## src/addr_mode_pkg.sv

```systemverilog
// Shared types and constants for the operand addressing decoder.
// Assumes one CPU clock, a synchronous memory bus with a ready-style ack,
// and an instruction sequencer that names the base mode of each opcode.
`default_nettype none

package addr_mode_pkg;

    // ****************************************************************
    // Widths and fixed values
    // ****************************************************************
    localparam int          ADDR_W        = 16;      // 64 Kbyte address space.
    localparam int          DATA_W        = 8;       // Byte-wide memory bus.
    localparam int          BIT_POS_LSB   = 1;       // Bit field sits in opcode bits 3..1.
    localparam logic [1:0]  MASK_LEVEL_SET = 2'h3;   // Interrupt mask after the set operation.
    localparam logic [1:0]  MASK_LEVEL_CLR = 2'h0;   // Interrupt mask after the clear operation.
    localparam logic [1:0]  MASK_RESET     = 2'h3;   // Mask level held after reset.
    localparam logic [7:0]  PAGE_ZERO_HI   = 8'h00;  // Upper byte of every short address.
    localparam logic [15:0] ADDR_RESET     = 16'h0000; // Reset value of address registers.

    // ****************************************************************
    // Enumerations
    // ****************************************************************
    // The seventeen operand addressing modes.
    typedef enum logic [4:0] {
        MODE_INHERENT, MODE_IMMEDIATE, MODE_DIR_SHORT, MODE_DIR_LONG,
        MODE_IDX_NONE, MODE_IDX_SHORT, MODE_IDX_LONG, MODE_IND_SHORT,
        MODE_IND_LONG, MODE_INDIDX_SHORT, MODE_INDIDX_LONG, MODE_REL_DIR,
        MODE_REL_IND, MODE_BIT_DIR, MODE_BIT_IND, MODE_BITREL_DIR,
        MODE_BITREL_IND
    } addr_mode_t;

    // Inherent operations that this block carries out itself.
    typedef enum logic [2:0] {
        INH_OTHER, SET_INTERRUPT_MASK_OP, CLEAR_INTERRUPT_MASK_OP,
        HALT_OP, WAIT_FOR_INTERRUPT_OP
    } inherent_op_t;

    // ****************************************************************
    // Carriers
    // ****************************************************************
    // One decode request from the sequencer.
    typedef struct packed {
        logic [7:0]   opcode;               // Opcode byte.
        addr_mode_t   mode;                 // Base mode before prebytes.
        inherent_op_t inh_op;               // Inherent operation kind.
        logic         rmw;                  // Read-modify-write memory instruction.
        logic         second_index_prebyte; // Prebyte 90 seen.
        logic         indirect_mode_prebyte;// Prebyte 92 seen.
        logic [15:0]  pc;                   // Address of the byte after the opcode.
    } decode_req_t;

    // One decode result handed back to the sequencer.
    typedef struct packed {
        addr_mode_t  mode;          // Final mode after prebytes.
        logic [15:0] ea;            // Effective operand address.
        logic [7:0]  operand;       // Immediate operand value.
        logic [15:0] next_pc;       // Address after the last operand byte.
        logic [15:0] target;        // Relative branch target.
        logic [2:0]  bit_pos;       // Bit number for bit modes.
        logic [2:0]  operand_bytes; // Instruction bytes after the opcode.
        logic        illegal;       // Long mode asked for by a memory-to-memory op.
    } decode_result_t;

endpackage : addr_mode_pkg

`default_nettype wire

```

## src/addr_mode_decoder.sv

```systemverilog
// Operand addressing decoder of the 8-bit CPU core.
// Assumes the sequencer supplies the opcode, its base mode and prebyte
// flags, and that the memory answers each held request with one ack pulse.
//
// Behaviour
// - Seventeen operand addressing modes supported.
// - Inherent: one byte, no operand fetch.
// - Immediate: next byte is the value.
// - Short direct: one address byte, page zero.
// - Long direct: two address bytes, full space.
// - Indexed: unsigned index plus instruction offset.
// - No-offset indexed: index alone, no fetch.
// - Short indexed: byte offset, sum to 1FE.
// - Long indexed: word offset plus index.
// - Indirect: fetch pointer address, read pointer.
// - Short pointer byte; long pointer word.
// - Indirect indexed: pointer plus index register.
// - Short byte pointer to 1FE; long word.
// - Short direct and indirect modes page zero, fewer bytes.
// - Memory-to-memory ops accept short modes only.
// - Set mask gives level 3, clear 0.
// - Halt stops oscillator; wait until interrupt.
// - Relative adds signed byte offset to PC.
// - Prebyte 90 swaps to second index.
// - Prebyte 92 turns direct into indirect.
`default_nettype none

module addr_mode_decoder
    import addr_mode_pkg::*;
(
    input  wire logic           clk,
    input  wire logic           reset,
    input  wire logic           req_valid,
    output logic                req_ready,
    input  wire decode_req_t    req,
    input  wire logic [7:0]     index_first,
    input  wire logic [7:0]     index_second,
    output logic                result_valid,
    output decode_result_t      result,
    output logic                mem_req,
    output logic [15:0]         mem_addr,
    input  wire logic [7:0]     mem_rdata,
    input  wire logic           mem_ack,
    output logic [1:0]          int_mask_level,
    output logic                osc_stop,
    output logic                wait_mode,
    input  wire logic           wake_event,
    input  wire logic           irq_pending
);

    // ****************************************************************
    // State and registers
    // ****************************************************************
    // Sequence of memory cycles; each fetch state holds mem_req until ack.
    typedef enum logic [2:0] {
        ST_IDLE, ST_OP0, ST_OP1, ST_PTR0, ST_PTR1, ST_OFS, ST_DONE
    } seq_state_t;

    seq_state_t     state_reg, state_next;       // Sequencer state.
    addr_mode_t     mode_reg;                    // Mode after prebyte rewrite.
    logic           use_second_reg;              // Second index selected.
    logic           illegal_reg;                 // Rejected long mode.
    logic [7:0]     opcode_reg;                  // Opcode kept for the bit field.
    logic [15:0]    acc_reg;                     // Address, offset or pointer being built.
    logic [7:0]     ptr_addr_reg;                // Page-zero pointer address.
    logic [7:0]     rel_ofs_reg;                 // Offset of bit-test-and-jump forms.
    logic [15:0]    fetch_addr_reg;              // Next operand byte address.
    logic [15:0]    pc_start_reg;                // First operand byte address.
    logic           result_valid_reg;            // One-cycle completion pulse.
    decode_result_t result_reg;                  // Held result.
    logic [1:0]     mask_reg;                    // Interrupt mask level.
    logic           osc_stop_reg;                // Halt in force.
    logic           wait_reg;                    // Wait in force.

    // ****************************************************************
    // Prebyte rewrite of the base mode
    // ****************************************************************
    // Prebyte 92 maps each direct form onto its indirect twin and the
    // short and long indexed forms onto indirect indexed.
    addr_mode_t eff_mode;
    always_comb begin
        eff_mode = req.mode;
        if (req.indirect_mode_prebyte) begin
            case (req.mode)
                MODE_DIR_SHORT:  eff_mode = MODE_IND_SHORT;
                MODE_DIR_LONG:   eff_mode = MODE_IND_LONG;
                MODE_BIT_DIR:    eff_mode = MODE_BIT_IND;
                MODE_BITREL_DIR: eff_mode = MODE_BITREL_IND;
                MODE_REL_DIR:    eff_mode = MODE_REL_IND;
                MODE_IDX_SHORT:  eff_mode = MODE_INDIDX_SHORT;
                MODE_IDX_LONG:   eff_mode = MODE_INDIDX_LONG;
                default:         eff_mode = req.mode;
            endcase
        end
    end

    // ****************************************************************
    // Mode classification (continuous decodes)
    // ****************************************************************
    // Memory-to-memory instructions may not use any long form.
    wire req_is_long  = (eff_mode == MODE_DIR_LONG) || (eff_mode == MODE_IDX_LONG) ||
                        (eff_mode == MODE_IND_LONG) || (eff_mode == MODE_INDIDX_LONG);
    wire req_illegal  = req.rmw && req_is_long;
    // Inherent and no-offset indexed fetch nothing after the opcode.
    wire req_no_fetch = (eff_mode == MODE_INHERENT) || (eff_mode == MODE_IDX_NONE);

    // Classes of the held mode that steer the fetch sequence and the result arithmetic.
    wire m_word_op  = (mode_reg == MODE_DIR_LONG) || (mode_reg == MODE_IDX_LONG);
    wire m_ptr      = (mode_reg == MODE_IND_SHORT) || (mode_reg == MODE_IND_LONG) ||
                      (mode_reg == MODE_INDIDX_SHORT) || (mode_reg == MODE_INDIDX_LONG) ||
                      (mode_reg == MODE_REL_IND) || (mode_reg == MODE_BIT_IND) ||
                      (mode_reg == MODE_BITREL_IND);
    wire m_ptr_word = (mode_reg == MODE_IND_LONG) || (mode_reg == MODE_INDIDX_LONG);
    wire m_bitrel   = (mode_reg == MODE_BITREL_DIR) || (mode_reg == MODE_BITREL_IND);
    wire m_indexed  = (mode_reg == MODE_IDX_NONE) || (mode_reg == MODE_IDX_SHORT) ||
                      (mode_reg == MODE_IDX_LONG) || (mode_reg == MODE_INDIDX_SHORT) ||
                      (mode_reg == MODE_INDIDX_LONG);
    wire m_relative = (mode_reg == MODE_REL_DIR) || (mode_reg == MODE_REL_IND) || m_bitrel;

    // ****************************************************************
    // Address arithmetic
    // ****************************************************************
    // Prebyte 90 redirects every first-index use to the second index.
    wire [7:0]  index_sel  = use_second_reg ? index_second : index_first;
    // Unsigned add without wrapping at eight bits: short forms reach 1FE.
    wire [15:0] index_sum  = acc_reg + {PAGE_ZERO_HI, index_sel};
    wire [15:0] ea_value   = m_indexed ? index_sum : acc_reg;
    // The branch offset is signed; the base is the address after the instruction.
    wire [7:0]  rel_byte   = m_bitrel ? rel_ofs_reg : acc_reg[7:0];
    wire [15:0] rel_target = fetch_addr_reg + {{8{rel_byte[7]}}, rel_byte};
    wire [15:0] fetch_inc  = fetch_addr_reg + 16'h0001;
    wire [15:0] ptr_page0  = {PAGE_ZERO_HI, ptr_addr_reg};
    wire [15:0] ptr_next   = ptr_page0 + 16'h0001;
    wire [15:0] op_bytes   = fetch_addr_reg - pc_start_reg;

    // ****************************************************************
    // Memory request steering
    // ****************************************************************
    // Operand bytes come from the instruction stream; pointer bytes come
    // from the fetched page-zero pointer address and the byte after it.
    assign mem_req   = (state_reg == ST_OP0) || (state_reg == ST_OP1) ||
                       (state_reg == ST_PTR0) || (state_reg == ST_PTR1) ||
                       (state_reg == ST_OFS);
    assign mem_addr  = (state_reg == ST_PTR0) ? ptr_page0 :
                       (state_reg == ST_PTR1) ? ptr_next  : fetch_addr_reg;
    assign req_ready = (state_reg == ST_IDLE);

    // ****************************************************************
    // Next-state logic
    // ****************************************************************
    // Each fetch state waits for its ack; the mode decides the successor.
    always_comb begin
        state_next = state_reg;
        case (state_reg)
            ST_IDLE: begin
                if (req_valid) begin
                    if (req_illegal || req_no_fetch) begin
                        state_next = ST_DONE;
                    end else begin
                        state_next = ST_OP0;
                    end
                end
            end
            ST_OP0: begin
                if (mem_ack) begin
                    if (m_word_op) begin
                        state_next = ST_OP1;
                    end else if (m_ptr) begin
                        state_next = ST_PTR0;
                    end else if (m_bitrel) begin
                        state_next = ST_OFS;
                    end else begin
                        state_next = ST_DONE;
                    end
                end
            end
            ST_OP1: begin
                if (mem_ack) begin
                    state_next = ST_DONE;
                end
            end
            ST_PTR0: begin
                if (mem_ack) begin
                    if (m_ptr_word) begin
                        state_next = ST_PTR1;
                    end else if (m_bitrel) begin
                        state_next = ST_OFS;
                    end else begin
                        state_next = ST_DONE;
                    end
                end
            end
            ST_PTR1: begin
                if (mem_ack) begin
                    state_next = ST_DONE;
                end
            end
            ST_OFS: begin
                if (mem_ack) begin
                    state_next = ST_DONE;
                end
            end
            ST_DONE: begin
                state_next = ST_IDLE;
            end
            default: begin
                state_next = ST_IDLE;
            end
        endcase
    end

    // ****************************************************************
    // Sequencer state register
    // ****************************************************************
    always_ff @(posedge clk) begin
        if (reset) begin
            state_reg <= ST_IDLE;
        end else begin
            state_reg <= state_next;
        end
    end

    // ****************************************************************
    // Request capture
    // ****************************************************************
    // The request is latched once, so the sequencer may change it while busy.
    always_ff @(posedge clk) begin
        if (reset) begin
            mode_reg       <= MODE_INHERENT;
            use_second_reg <= 1'b0;
            illegal_reg    <= 1'b0;
            opcode_reg     <= 8'h00;
            pc_start_reg   <= ADDR_RESET;
        end else if (req_valid && req_ready) begin
            mode_reg       <= eff_mode;
            use_second_reg <= req.second_index_prebyte;
            illegal_reg    <= req_illegal;
            opcode_reg     <= req.opcode;
            pc_start_reg   <= req.pc;
        end
    end

    // ****************************************************************
    // Operand and pointer assembly
    // ****************************************************************
    // Words arrive high byte first; a byte read clears the high half so
    // that short direct and indirect results land in page zero.
    always_ff @(posedge clk) begin
        if (reset) begin
            acc_reg        <= ADDR_RESET;
            ptr_addr_reg   <= 8'h00;
            rel_ofs_reg    <= 8'h00;
            fetch_addr_reg <= ADDR_RESET;
        end else begin
            if (req_valid && req_ready) begin
                acc_reg        <= ADDR_RESET;
                fetch_addr_reg <= req.pc;
            end else if (mem_ack && (state_reg == ST_OP0)) begin
                acc_reg        <= {PAGE_ZERO_HI, mem_rdata};
                ptr_addr_reg   <= mem_rdata;
                fetch_addr_reg <= fetch_inc;
            end else if (mem_ack && (state_reg == ST_OP1)) begin
                acc_reg        <= {acc_reg[7:0], mem_rdata};
                fetch_addr_reg <= fetch_inc;
            end else if (mem_ack && (state_reg == ST_PTR0)) begin
                acc_reg        <= {PAGE_ZERO_HI, mem_rdata};
            end else if (mem_ack && (state_reg == ST_PTR1)) begin
                acc_reg        <= {acc_reg[7:0], mem_rdata};
            end else if (mem_ack && (state_reg == ST_OFS)) begin
                rel_ofs_reg    <= mem_rdata;
                fetch_addr_reg <= fetch_inc;
            end
        end
    end

    // ****************************************************************
    // Result register
    // ****************************************************************
    // The result is filled in the done state and held until the next one,
    // so the sequencer may sample it late; only the valid flag pulses.
    always_ff @(posedge clk) begin
        if (reset) begin
            result_valid_reg <= 1'b0;
            result_reg       <= '0;
        end else begin
            result_valid_reg <= (state_reg == ST_DONE);
            if (state_reg == ST_DONE) begin
                result_reg.mode          <= mode_reg;
                result_reg.ea            <= ea_value;
                result_reg.operand       <= acc_reg[7:0];
                result_reg.next_pc       <= fetch_addr_reg;
                result_reg.target        <= m_relative ? rel_target : fetch_addr_reg;
                result_reg.bit_pos       <= opcode_reg[BIT_POS_LSB +: 3];
                result_reg.operand_bytes <= op_bytes[2:0];
                result_reg.illegal       <= illegal_reg;
            end
        end
    end

    assign result_valid = result_valid_reg;
    assign result       = result_reg;

    // ****************************************************************
    // Inherent operations handled here
    // ****************************************************************
    // Taken at request time, since inherent instructions need no fetch.
    wire take_inh  = req_valid && req_ready && (eff_mode == MODE_INHERENT);
    wire do_set    = take_inh && (req.inh_op == SET_INTERRUPT_MASK_OP);
    wire do_clr    = take_inh && (req.inh_op == CLEAR_INTERRUPT_MASK_OP);
    wire do_halt   = take_inh && (req.inh_op == HALT_OP);
    wire do_wait   = take_inh && (req.inh_op == WAIT_FOR_INTERRUPT_OP);

    // The mask powers up at the set level so no interrupt slips in
    // before software has prepared its handlers.
    always_ff @(posedge clk) begin
        if (reset) begin
            mask_reg <= MASK_RESET;
        end else if (do_set) begin
            mask_reg <= MASK_LEVEL_SET;
        end else if (do_clr) begin
            mask_reg <= MASK_LEVEL_CLR;
        end
    end

    // Low-power levels: an entry in the same cycle as a wake wins, so a
    // stale wake cannot cancel a fresh halt or wait.
    always_ff @(posedge clk) begin
        if (reset) begin
            osc_stop_reg <= 1'b0;
            wait_reg     <= 1'b0;
        end else begin
            if (do_halt) begin
                osc_stop_reg <= 1'b1;
            end else if (wake_event) begin
                osc_stop_reg <= 1'b0;
            end
            if (do_wait) begin
                wait_reg <= 1'b1;
            end else if (irq_pending) begin
                wait_reg <= 1'b0;
            end
        end
    end

    assign int_mask_level = mask_reg;
    assign osc_stop       = osc_stop_reg;
    assign wait_mode      = wait_reg;

endmodule : addr_mode_decoder

`default_nettype wire

```

## config.mk

```make
export PLATFORM = sky130hd
export DESIGN_NAME = addr_mode_decoder
export DESIGN_NICKNAME = d
export VERILOG_FILES = /design/src/addr_mode_pkg.sv /design/src/addr_mode_decoder.sv
export SDC_FILE = /design/constraint.sdc
export NUM_CORES = 1
export LEC_CHECK = 0
export ABC_AREA = 1
export BUFFER_PORTS_ARGS = -buffer_cell sky130_fd_sc_hd__buf_2
export CORE_ASPECT_RATIO = 0.8
export CORE_MARGIN = 2
export CORE_UTILIZATION = 60
export DETAILED_ROUTE_END_ITERATION = 16
export HOLD_SLACK_MARGIN = 0.08
export PLACE_DENSITY = 0.87
export SYNTH_ARGS = -nofsm -noshare
export SYNTH_HDL_FRONTEND = slang
export SYNTH_SLANG_ARGS = --single-unit
export TNS_END_PERCENT = 10
```

## constraint.sdc

```tcl
create_clock -name clk -period 6.61 [get_ports clk]
set_input_delay 1.322 -clock clk [delete_from_list [all_inputs] [get_ports clk]]
set_output_delay 1.322 -clock clk [all_outputs]
set_load 0.02 [all_outputs]
```

==> impl_metrics.json, run 1 <==
{
  "final.fill_count": 975,
  "ys.warnings.count": 0,
  "first_global_vias": 7063,
  "syn-cell-area_mm2": 0.007411,
  "synthesis_to_finish_area_growth_pct": 19.87,
  "syn_nets": 1160,
  "die_height_um": 103.4,
  "tritoncts": "built",
  "cp.required_ns": 5.29,
  "clkSlewWorstSetupHoldPaths_ns": 0.06,
  "coreArea_mm2": 0.01212,
  "finalSetupTns_ns": 0,
  "post_cts_resized": 0,
  "drc": 0,
  "min_period_ns": 3.852,
  "critPathCaptureType": "primary output",
  "max_clock_freq_mhz": 259.6,
  "route.detailed.wl_per_inst_um": 15.97,
  "io_pins": 156,
  "cap_viol_max_count": 0,
  "cts_max_path_buffers": 2,
  "number_of_pins_with_negative_max_slew_slack_in_the_final_report": 0,
  "grt_usage_pct": 32.91,
  "replace_congestion": 0.9398,
  "drt.antenna.violating_nets": 0,
  "clkLatencyLatePin_ns": 0.42,
  "area_of_the_multi_input_gates_mm2": 0.004106,
  "grt_max_degree": 99,
  "worst_ir_drop_vdd_v": 0.0002454,
  "critical_path.startpoint": "state_reg[2]",
  "synth-edff-count": 0,
  "core.rowCount": 36,
  "path_class_of_the_lowest_slack_min_delay_path": "reg -> reg",
  "worst_slew_margin_rel_pct": 30.24,
  "synthesis.instances": 1066,
  "setup_viol_count_final": 0,
  "vias_per_instance": 5.839,
  "cts_inserted_buffers": 17,
  "grt_pass1_wl_um": 34550,
  "critical_setup_path_class": "reg -> out",
  "fin_nets": 1286,
  "power.static_leakage_nw": 4.053,
  "drt-initial-drc-count": 787,
  "routed-via-count": 7924,
  "synth_async_sr_flop_share_pct": 0,
  "min_period_over_period_pct": 58.28,
  "arrival_ns": 2.53,
  "ys_seq_elements": 136,
  "ctsHoldBuffers": 0,
  "clock_sink_count": 136,
  "die-width_um": 128.3,
  "power.density_cell_area_mw_per_mm2": 376.8,
  "seq_area_frac_synth_pct": 36.74,
  "synth.distinct_cells": 43,
  "grt_antenna_before_repair": 1,
  "slew_at_the_pin_closest_to_its_max_slew_limit_ns": 1.039,
  "yosys-top-cells-area": "sky130_fd_sc_hd__dfxtp_1 (37%), sky130_fd_sc_hd__nand2_1 (9.9%), sky130_fd_sc_hd__a21oi_1 (9.4%), sky130_fd_sc_hd__o21ai_0 (7.9%), sky130_fd_sc_hd__inv_1 (4.8%)",
  "run_status": "finished clean",
  "first_pass_iters": 5,
  "synth_ff_type": "sky130_fd_sc_hd__dfxtp_1",
  "syn_avg_cell_area_um2": 6.952,
  "layout.area.seq_mm2": 0.002723,
  "largest_fanout_on_the_critical_path": 22,
  "cts-root-buf": "sky130_fd_sc_hd__clkbuf_16",
  "most_frequent_standard_cell_in_the_layout_excluding_fill_and_tap_cells": "sky130_fd_sc_hd__nand2_1",
  "post_route_cells_drive_above_1_share_pct": 17.93,
  "floorplan.initialDensity_pct": 61.16,
  "rsz0062_at_grt": "no",
  "routed_wirelength_um": 21670,
  "htree_levels": 4,
  "crit_path_start_kind": "flip-flop",
  "fp.dieArea_mm2": 0.01326,
  "largest_register_ff_count": 68,
  "r2r_start": "mode_reg[1]",
  "antennaDiodeCount": 0,
  "port-buffer-count": 150,
  "timing.final.hold_violations": 0,
  "gr-total-overflow": 0,
  "most_used_cells_in_the_layout_excluding_fill_and_tap_cells": "sky130_fd_sc_hd__nand2_1 (196), sky130_fd_sc_hd__buf_2 (150), sky130_fd_sc_hd__a21oi_1 (139), sky130_fd_sc_hd__dfxtp_1 (136), sky130_fd_sc_hd__o21ai_0 (117)",
  "post-cts-setup-buffer-count": 0,
  "dpl.hpwl_um": 14710,
  "final_instance_area_mm2": 0.008884,
  "synth_top_area_share_pct": 36.74,
  "dpl-instance-area_mm2": 0.008214,
  "synth_top_area_cell": "sky130_fd_sc_hd__dfxtp_1",
  "hold_start": "result[19]",
  "worst_clock_skew_ns": 0.007985
}
cell families (layout without fill, tap and decap cells):
| logic type | count (synthesis) | count (layout) | share of synthesized area, % |
|---|---|---|---|
| flops | 136 | 136 | 36.74 |
| buf+inv | 154 | 293 | 7.952 |
| compound gates | 335 | 335 | 24.84 |
| xor+xnor | 25 | 25 | 2.955 |
| simple gates | 387 | 387 | 22.32 |
| fa+ha+maj | 29 | 29 | 5.200 |
routing by layer:
| metal | GRT usage [%] | part of all wire (%) | up-vias |
|---|---|---|---|
| li1 | - | - | 3899 |
| met5 | 0 | 0.051 | - |
| met2 | 54.54 | 47 | 368 |
| met3 | 7.716 | 8.7 | 51 |
| met1 | 42.16 | 42 | 3604 |
| met4 | 12.93 | 2.5 | 2 |
power breakdown:
part / internal (mW) / switching, mW
Clock: 0.717 / 0.358
Sequential: 0.932 / 0.123
Combinational: 0.377 / 0.840
Total: 2.03 / 1.32
stage by stage:
stage / total power [mW] / util (%) / hold WS (ns) / setup WS, ns / std cells
floorplan: 1.908 / - / 0.4245 / 3.283 / 1066
global placement: 2.209 / 67.79 / 0.4460 / 2.890 / 1325
detailed placement: 2.239 / 67.79 / 0.4519 / 2.844 / 1325
CTS: 3.319 / 73.32 / 0.4619 / 2.813 / 1357
global route: 3.527 / 73.32 / 0.4792 / 2.511 / 1357
finish: 3.347 / 73.32 / 0.4623 / 2.758 / 1357
cell type report:
| type | count | area share (%) |
|---|---|---|
| Inverter | 104 | 4.408 |
| Multi-Input combinational cell | 776 | 46.23 |
| Timing Repair Buffer | 157 | 9.042 |
| Clock inverter | 12 | 2.507 |
| Clock buffer | 20 | 5.028 |
| Tap cell | 152 | 2.141 |
| Sequential cell | 136 | 30.65 |
critical path, stage by stage, from the launching register on:
cell and delay [ns]:
sky130_fd_sc_hd__dfxtp_1 0.50, sky130_fd_sc_hd__nor2_1 0.09, sky130_fd_sc_hd__nand2_1 0.36, sky130_fd_sc_hd__inv_1 0.48, sky130_fd_sc_hd__o31ai_1 0.46, sky130_fd_sc_hd__buf_2 0.23
cells in the mapped netlist (3+ instances only):
cell type	instances
sky130_fd_sc_hd__buf_1	3
sky130_fd_sc_hd__nor2_1	91
sky130_fd_sc_hd__nor3_1	20
sky130_fd_sc_hd__clkbuf_1	41
sky130_fd_sc_hd__fa_1	3
sky130_fd_sc_hd__buf_2	5
sky130_fd_sc_hd__a311oi_1	5
sky130_fd_sc_hd__inv_2	8
sky130_fd_sc_hd__inv_1	95
sky130_fd_sc_hd__a21oi_1	139
sky130_fd_sc_hd__o22ai_1	5
sky130_fd_sc_hd__nand2_1	196
sky130_fd_sc_hd__nor2_2	6
sky130_fd_sc_hd__o21ai_1	11
sky130_fd_sc_hd__nand3_1	46
sky130_fd_sc_hd__dfxtp_1	136
sky130_fd_sc_hd__o21ai_0	117
sky130_fd_sc_hd__nand4_1	13
sky130_fd_sc_hd__a211oi_1	20
sky130_fd_sc_hd__ha_1	26
sky130_fd_sc_hd__o211ai_1	13
sky130_fd_sc_hd__a31oi_1	9
sky130_fd_sc_hd__o31ai_1	5
sky130_fd_sc_hd__xnor2_1	5
sky130_fd_sc_hd__xor2_1	20
path summary, 6_finish.rpt:
path / end / depth (start not counted) / slack (ns)
max: mem_addr[8] / 5 / 2.76
min: result[19] / 2 / 0.46
max reg2reg: result[19] / 16 / 2.97
min reg2reg: result[19] / 2 / 0.46
(Power assumes the default switching activity.)
==> run 2: changes to the inputs <==
--- a/config.mk
+++ b/config.mk
@@ -9,10 +9,10 @@
 export BUFFER_PORTS_ARGS = -buffer_cell sky130_fd_sc_hd__buf_2
 export CORE_ASPECT_RATIO = 0.8
 export CORE_MARGIN = 2
-export CORE_UTILIZATION = 60
+export CORE_UTILIZATION = 55
 export DETAILED_ROUTE_END_ITERATION = 16
 export HOLD_SLACK_MARGIN = 0.08
-export PLACE_DENSITY = 0.87
+export PLACE_DENSITY = 0.8
 export SYNTH_ARGS = -nofsm -noshare
 export SYNTH_HDL_FRONTEND = slang
 export SYNTH_SLANG_ARGS = --single-unit
==> constraint.sdc (replaced) <==
create_clock -name clk -period 3.8 [get_ports clk]
set_input_delay 0.76 -clock clk [delete_from_list [all_inputs] [get_ports clk]]
set_output_delay 0.76 -clock clk [all_outputs]
set_load 0.02 [all_outputs]
==> run 2 against run 1 <==
Against the previous run:
- critical path depth rose by 11
- cell area fell by 0.13%
- clock power rose by 55%
- combinational power rose by 76%
- flip-flop and latch count did not move
- setup slack got worse by 2.4 ns
- sequential power rose by 73%
- critical path type is now reg -> reg
- critical endpoint is now result[19]
- largest cell class unchanged
==> impl_metrics.json, run 2 (synthesis results as in run 1) <==
{
  "clkSlewWorstSetupHoldPaths_ns": 0.06,
  "critical_path.endpoint": "result[19]",
  "worst_clock_skew_ns": 0.01175,
  "floorplan.initialDensity_pct": 56.97,
  "largest_fanout_on_the_critical_path": 19,
  "antennaDiodeCount": 0,
  "drc": 0,
  "grt_usage_pct": 30.74,
  "htree_levels": 4,
  "path_class_of_the_lowest_slack_min_delay_path": "reg -> reg",
  "worst_ir_drop_vdd_v": 0.0004161,
  "port-buffer-count": 150,
  "post_route_cells_drive_above_1_share_pct": 18.20,
  "finalWorstSetupSlack_ns": 0.3421,
  "io_pins": 156,
  "reg2reg_slack_ns": 0.34,
  "die_height_um": 107.8,
  "dpl.hpwl_um": 15210,
  "run_status": "finished clean",
  "clock_sink_count": 136,
  "dpl-instance-area_mm2": 0.008273,
  "critPathCaptureType": "flip-flop",
  "drt-initial-drc-count": 762,
  "worst_slew_margin_rel_pct": 33.71,
  "post-route-util_pct": 68.20,
  "first_global_vias": 7266,
  "most_used_cells_in_the_layout_excluding_fill_and_tap_cells": "sky130_fd_sc_hd__nand2_1 (196), sky130_fd_sc_hd__buf_2 (150), sky130_fd_sc_hd__a21oi_1 (139), sky130_fd_sc_hd__dfxtp_1 (136), sky130_fd_sc_hd__o21ai_0 (117)",
  "fin_nets": 1290,
  "vias_per_instance": 5.662,
  "cap_viol_max_count": 0,
  "grt_max_degree": 61,
  "top_usage_layer": "met2",
  "cp.required_ns": 4.07,
  "min_period_ns": 3.458,
  "min_period_over_period_pct": 91.00,
  "tritoncts": "built",
  "cts-root-buf": "sky130_fd_sc_hd__clkbuf_16",
  "gr-total-overflow": 0,
  "pre_cts_ws_ns": 0.3499,
  "core.rowCount": 37,
  "largest_incremental_delay_on_the_critical_path_ns": 0.43,
  "worstRegToRegCells": 16,
  "arrival_ns": 3.73,
  "cp_slowest_cell": "sky130_fd_sc_hd__dfxtp_1",
  "globalRouteMet2Util_pct": 51.90,
  "post-cts-setup-buffer-count": 0,
  "die-width_um": 133.8,
  "timing.critical_path.mode_cell": "sky130_fd_sc_hd__o21ai_0",
  "slew_at_the_pin_closest_to_its_max_slew_limit_ns": 0.9877,
  "clkLatencyLatePin_ns": 0.42,
  "crit_chain": "nand2_1, nor3_1, inv_1, nand2_4, o21ai_0, ha_1, fa_1, nand3_1, nand2_1, a21oi_1, o21ai_0, a21boi_1, o21ai_0, xor2_1, o21bai_1, a21oi_1",
  "most_frequent_standard_cell_in_the_layout_excluding_fill_and_tap_cells": "sky130_fd_sc_hd__nand2_1",
  "max_clock_freq_mhz": 289.2,
  "critical_path.startpoint": "mode_reg[0]",
  "cts_inserted_buffers": 17,
  "r2r_start": "mode_reg[0]",
  "coreArea_mm2": 0.01301,
  "power.density_cell_area_mw_per_mm2": 635.4,
  "drt.antenna.violating_nets": 0,
  "power.static_leakage_nw": 4.049,
  "holdWs_ns": 0.4524,
  "critical_setup_path_class": "reg -> reg",
  "grt_pass1_wl_um": 35220,
  "grt_antenna_before_repair": 1,
  "cts_max_path_buffers": 2,
  "synthesis_to_finish_area_growth_pct": 19.72,
  "met3_usage_pct": 7.109,
  "grtUsageMet1_pct": 38.65,
  "fp.dieArea_mm2": 0.01442,
  "critical_path.reg2reg.endpoint": "result[19]",
  "number_of_pins_with_negative_max_slew_slack_in_the_final_report": 0,
  "final_instance_area_mm2": 0.008872,
  "rsz0062_at_grt": "no",
  "routed-via-count": 7836,
  "crit_path_start_kind": "flip-flop",
  "replace_congestion": 0.9220,
  "routed_wirelength_um": 21750,
  "finalSetupTns_ns": 0,
  "first_pass_iters": 6,
  "route.detailed.wl_per_inst_um": 15.72,
  "largest_register_ff_count": 68,
  "setup_viol_count_final": 0,
  "timing.final.hold_violations": 0
}
-- run 2: worst min path at each step --
stage,startpoint,endpoint,depth (start not counted)
CTS,opcode_reg[1],result[4],2
global route,opcode_reg[1],result[4],2
global placement,opcode_reg[2],result[5],2
finish,opcode_reg[1],result[4],2
floorplan,opcode_reg[1],result[4],2
detailed placement,opcode_reg[1],result[4],2
-- run 2: area by class of cell --
class / instances / area (um2)
Timing Repair Buffer: 161 / 833.3
Sequential cell: 136 / 2723
Multi-Input combinational cell: 776 / 4111
Clock inverter: 8 / 92.59
Tap cell: 175 / 219.0
Inverter: 104 / 391.6
Clock buffer: 24 / 501.7
Fill cell: 1155 / 4136
-- run 2: critical path, delay by kind of cell (launching register included) --
| family | cells | cell delay (ns) |
|---|---|---|
| adder cells (fa/ha/maj) | 2 | 0.63 |
| AND/OR/NAND/NOR | 5 | 0.75 |
| buffers and inverters | 1 | 0.11 |
| flip-flops | 1 | 0.43 |
| XOR/XNOR | 1 | 0.18 |
| AO/OA/AOI/OAI | 7 | 1.19 |
-- run 2: per-layer routing --
layer | routed length [um] | vias up
met5 | 0 | -
met4 | 572 | 0
met3 | 1971 | 55
met2 | 10020 | 391
met1 | 9193 | 3505
li1 | - | 3885
-- run 2: timing repair --
action	in CTS	in global routing
hold buffers	0	0
endpoints found under the setup margin	0	2
resized for setup	0	2
-- run 2: stage by stage --
step           power (mW)  std cells
2_1_floorplan       3.319       1066
3_3_place_gp        3.896       1352
3_5_place_dp        3.928       1352
4_1_cts             5.595       1384
5_1_grt             5.964       1384
6_report            5.637       1384
-- run 2: power breakdown --
| part | switching [mW] | internal (mW) | leakage (nW) |
|---|---|---|---|
| clock network | 0.619 | 1.05 | 0.296 |
| logic | 1.47 | 0.672 | 2.65 |
| registers | 0.204 | 1.62 | 1.10 |
| total | 2.30 | 3.34 | 4.05 |
==> run 3: changes to the inputs <==
--- a/config.mk
+++ b/config.mk
@@ -7,7 +7,6 @@
 export LEC_CHECK = 0
 export ABC_AREA = 1
 export BUFFER_PORTS_ARGS = -buffer_cell sky130_fd_sc_hd__buf_2
-export CORE_ASPECT_RATIO = 0.8
 export CORE_MARGIN = 2
 export CORE_UTILIZATION = 55
 export DETAILED_ROUTE_END_ITERATION = 16
==> run 3 against run 2 <==
Against the previous run:
- total power is 2.0% lower
- first-iteration DRC count fell by 13%
- critical path depth did not move
- sequential power is essentially flat
- routed wire length shrank 3.3%
- critical path type unchanged
- largest cell class unchanged
==> impl_metrics.json, run 3 (synthesis results as in run 1) <==
{
  "port-buffer-count": 150,
  "critPathCaptureType": "flip-flop",
  "htree_levels": 4,
  "share_seq_of_total_power_pct": 33.1,
  "setup_viol_count_final": 0,
  "die-width_um": 120.1,
  "ctsHoldBuffers": 0,
  "min_period_ns": 3.485,
  "largest_fanout_on_the_critical_path": 19,
  "clock_sink_count": 136,
  "dpl.hpwl_um": 14860,
  "comb_power_share_pct": 38.1,
  "first_global_vias": 7058,
  "coreArea_mm2": 0.01319,
  "post-route-util_pct": 66.94,
  "worst_slew_margin_rel_pct": 30.49,
  "sw_frac_of_total_pct": 40.67,
  "arrival_ns": 3.76,
  "timing.critical_path.max_delay_family": "compound AO/OA/AOI/OAI gates",
  "slew_at_the_pin_closest_to_its_max_slew_limit_ns": 1.036,
  "core.rowCount": 42,
  "worst_ir_drop_vdd_v": 0.0003473,
  "synthesis_to_finish_area_growth_pct": 19.15,
  "antennaDiodeCount": 0,
  "max_clock_freq_mhz": 286.9,
  "tritoncts": "built",
  "run_status": "finished clean",
  "cts_inserted_buffers": 17,
  "grt_usage_pct": 29.55,
  "power.net_switching_mw": 2.246,
  "number_of_pins_with_negative_max_slew_slack_in_the_final_report": 0,
  "crit_chain": "nand2_1, nor3_1, inv_1, nand2_4, o21ai_0, ha_1, fa_1, nand3_1, nand2_1, a21oi_1, o21ai_0, a21boi_1, o21ai_0, xor2_1, o21bai_1, a21oi_1",
  "critical_setup_path_class": "reg -> reg",
  "vias_per_instance": 5.628,
  "clock_power_share_pct": 28.8,
  "replace_congestion": 0.9352,
  "timing.final.hold_violations": 0,
  "grt_max_degree": 98,
  "cp.required_ns": 4.08,
  "power.static_leakage_nw": 4.012,
  "cap_viol_max_count": 0,
  "first_pass_iters": 6,
  "grt_pass1_wl_um": 33990,
  "p_int_mw": 3.277,
  "fp.dieArea_mm2": 0.01442,
  "largest_incremental_delay_on_the_critical_path_ns": 0.42,
  "cp_slowest_cell": "sky130_fd_sc_hd__dfxtp_1",
  "largest_register_ff_count": 68,
  "dpl-instance-area_mm2": 0.008259,
  "route.detailed.wl_per_inst_um": 15.21,
  "timing.critical_path.mode_cell": "sky130_fd_sc_hd__o21ai_0",
  "gr-total-overflow": 0,
  "path_class_of_the_lowest_slack_min_delay_path": "reg -> reg",
  "die_height_um": 120.1,
  "drt.antenna.violating_nets": 0,
  "p_total_mw": 5.523,
  "final_instance_area_mm2": 0.008830,
  "most_frequent_standard_cell_in_the_layout_excluding_fill_and_tap_cells": "sky130_fd_sc_hd__nand2_1",
  "post-cts-setup-buffer-count": 0,
  "clkSlewWorstSetupHoldPaths_ns": 0.06,
  "most_used_cells_in_the_layout_excluding_fill_and_tap_cells": "sky130_fd_sc_hd__nand2_1 (196), sky130_fd_sc_hd__buf_2 (150), sky130_fd_sc_hd__a21oi_1 (139), sky130_fd_sc_hd__dfxtp_1 (136), sky130_fd_sc_hd__o21ai_0 (117)",
  "crit_buf_inv": 1,
  "routed_wirelength_um": 21030,
  "min_period_over_period_pct": 91.72,
  "clkLatencyLatePin_ns": 0.42,
  "io_pins": 156,
  "post_cts_resized": 0,
  "worst_clock_skew_ns": 0.004940,
  "post_route_cells_drive_above_1_share_pct": 17.83,
  "grt_antenna_before_repair": 1,
  "floorplan.initialDensity_pct": 56.18,
  "routed-via-count": 7778,
  "drc": 0,
  "power.density_cell_area_mw_per_mm2": 625.4,
  "cts_max_path_buffers": 2,
  "cts-root-buf": "sky130_fd_sc_hd__clkbuf_16",
  "drt-initial-drc-count": 664,
  "crit_path_start_kind": "flip-flop",
  "fin_nets": 1288
}
## run 3: cell types whose count changed in the layout (fill, tap and decap cells not counted), sizes merged
cell,before,now
buf,161,159
clkinv,6,4
clkbuf,24,23
clkinvlp,1,3
## run 3: metal layers
layer	vias to the layer above	global-route usage [%]	part of all wire, %
met5	-	0	0
met4	0	14.49	3.3
met3	63	6.892	7.1
met2	312	49.36	48
met1	3507	35.64	41
li1	3896	-	-
## run 3: worst min-delay path, stage by stage (launching register included)
cell                      delay [ns]
sky130_fd_sc_hd__dfxtp_1        0.30
sky130_fd_sc_hd__inv_1          0.06
sky130_fd_sc_hd__a21oi_1        0.05
## run 3: area by class of cell
class,count,area [um2]
well taps,176,220.2
repair buffers,159,818.3
multi-input cells,776,4111
flip-flops and latches,136,2723
clock buffers,23,467.9
inverters,104,391.6
fillers,1187,4360
clock inverters,8,97.59
## run 3: final timing paths
kind	from	to	slack, ns	cells past startpoint
max	mode_reg[0]	result[19]	0.31	16
min	opcode_reg[2]	result[5]	0.45	2
max reg2reg	mode_reg[0]	result[19]	0.31	16
min reg2reg	opcode_reg[2]	result[5]	0.45	2
## run 3: power by group through the flow
stage / sequential [mW] / combinational [mW] / clock (mW)
after floorplan: 1.83 / 1.49 / 0
after global placement: 1.85 / 2.04 / 0
after detailed placement: 1.85 / 2.06 / 0
after CTS: 1.82 / 2.08 / 1.60
after global routing: 1.85 / 2.34 / 1.66
final: 1.83 / 2.11 / 1.59
## run 3: per-stage QoR
stage | instances | hold WS, ns | TNS, ns | setup WS, ns
2_1_floorplan | 1066 | 0.4245 | 0 | 0.6152
4_1_cts | 1382 | 0.4603 | 0 | 0.2795
3_5_place_dp | 1351 | 0.4443 | 0 | 0.3073
5_1_grt | 1382 | 0.4771 | -0.009810 | -0.009810
3_3_place_gp | 1351 | 0.4449 | 0 | 0.3750
6_report | 1382 | 0.4548 | 0 | 0.3145
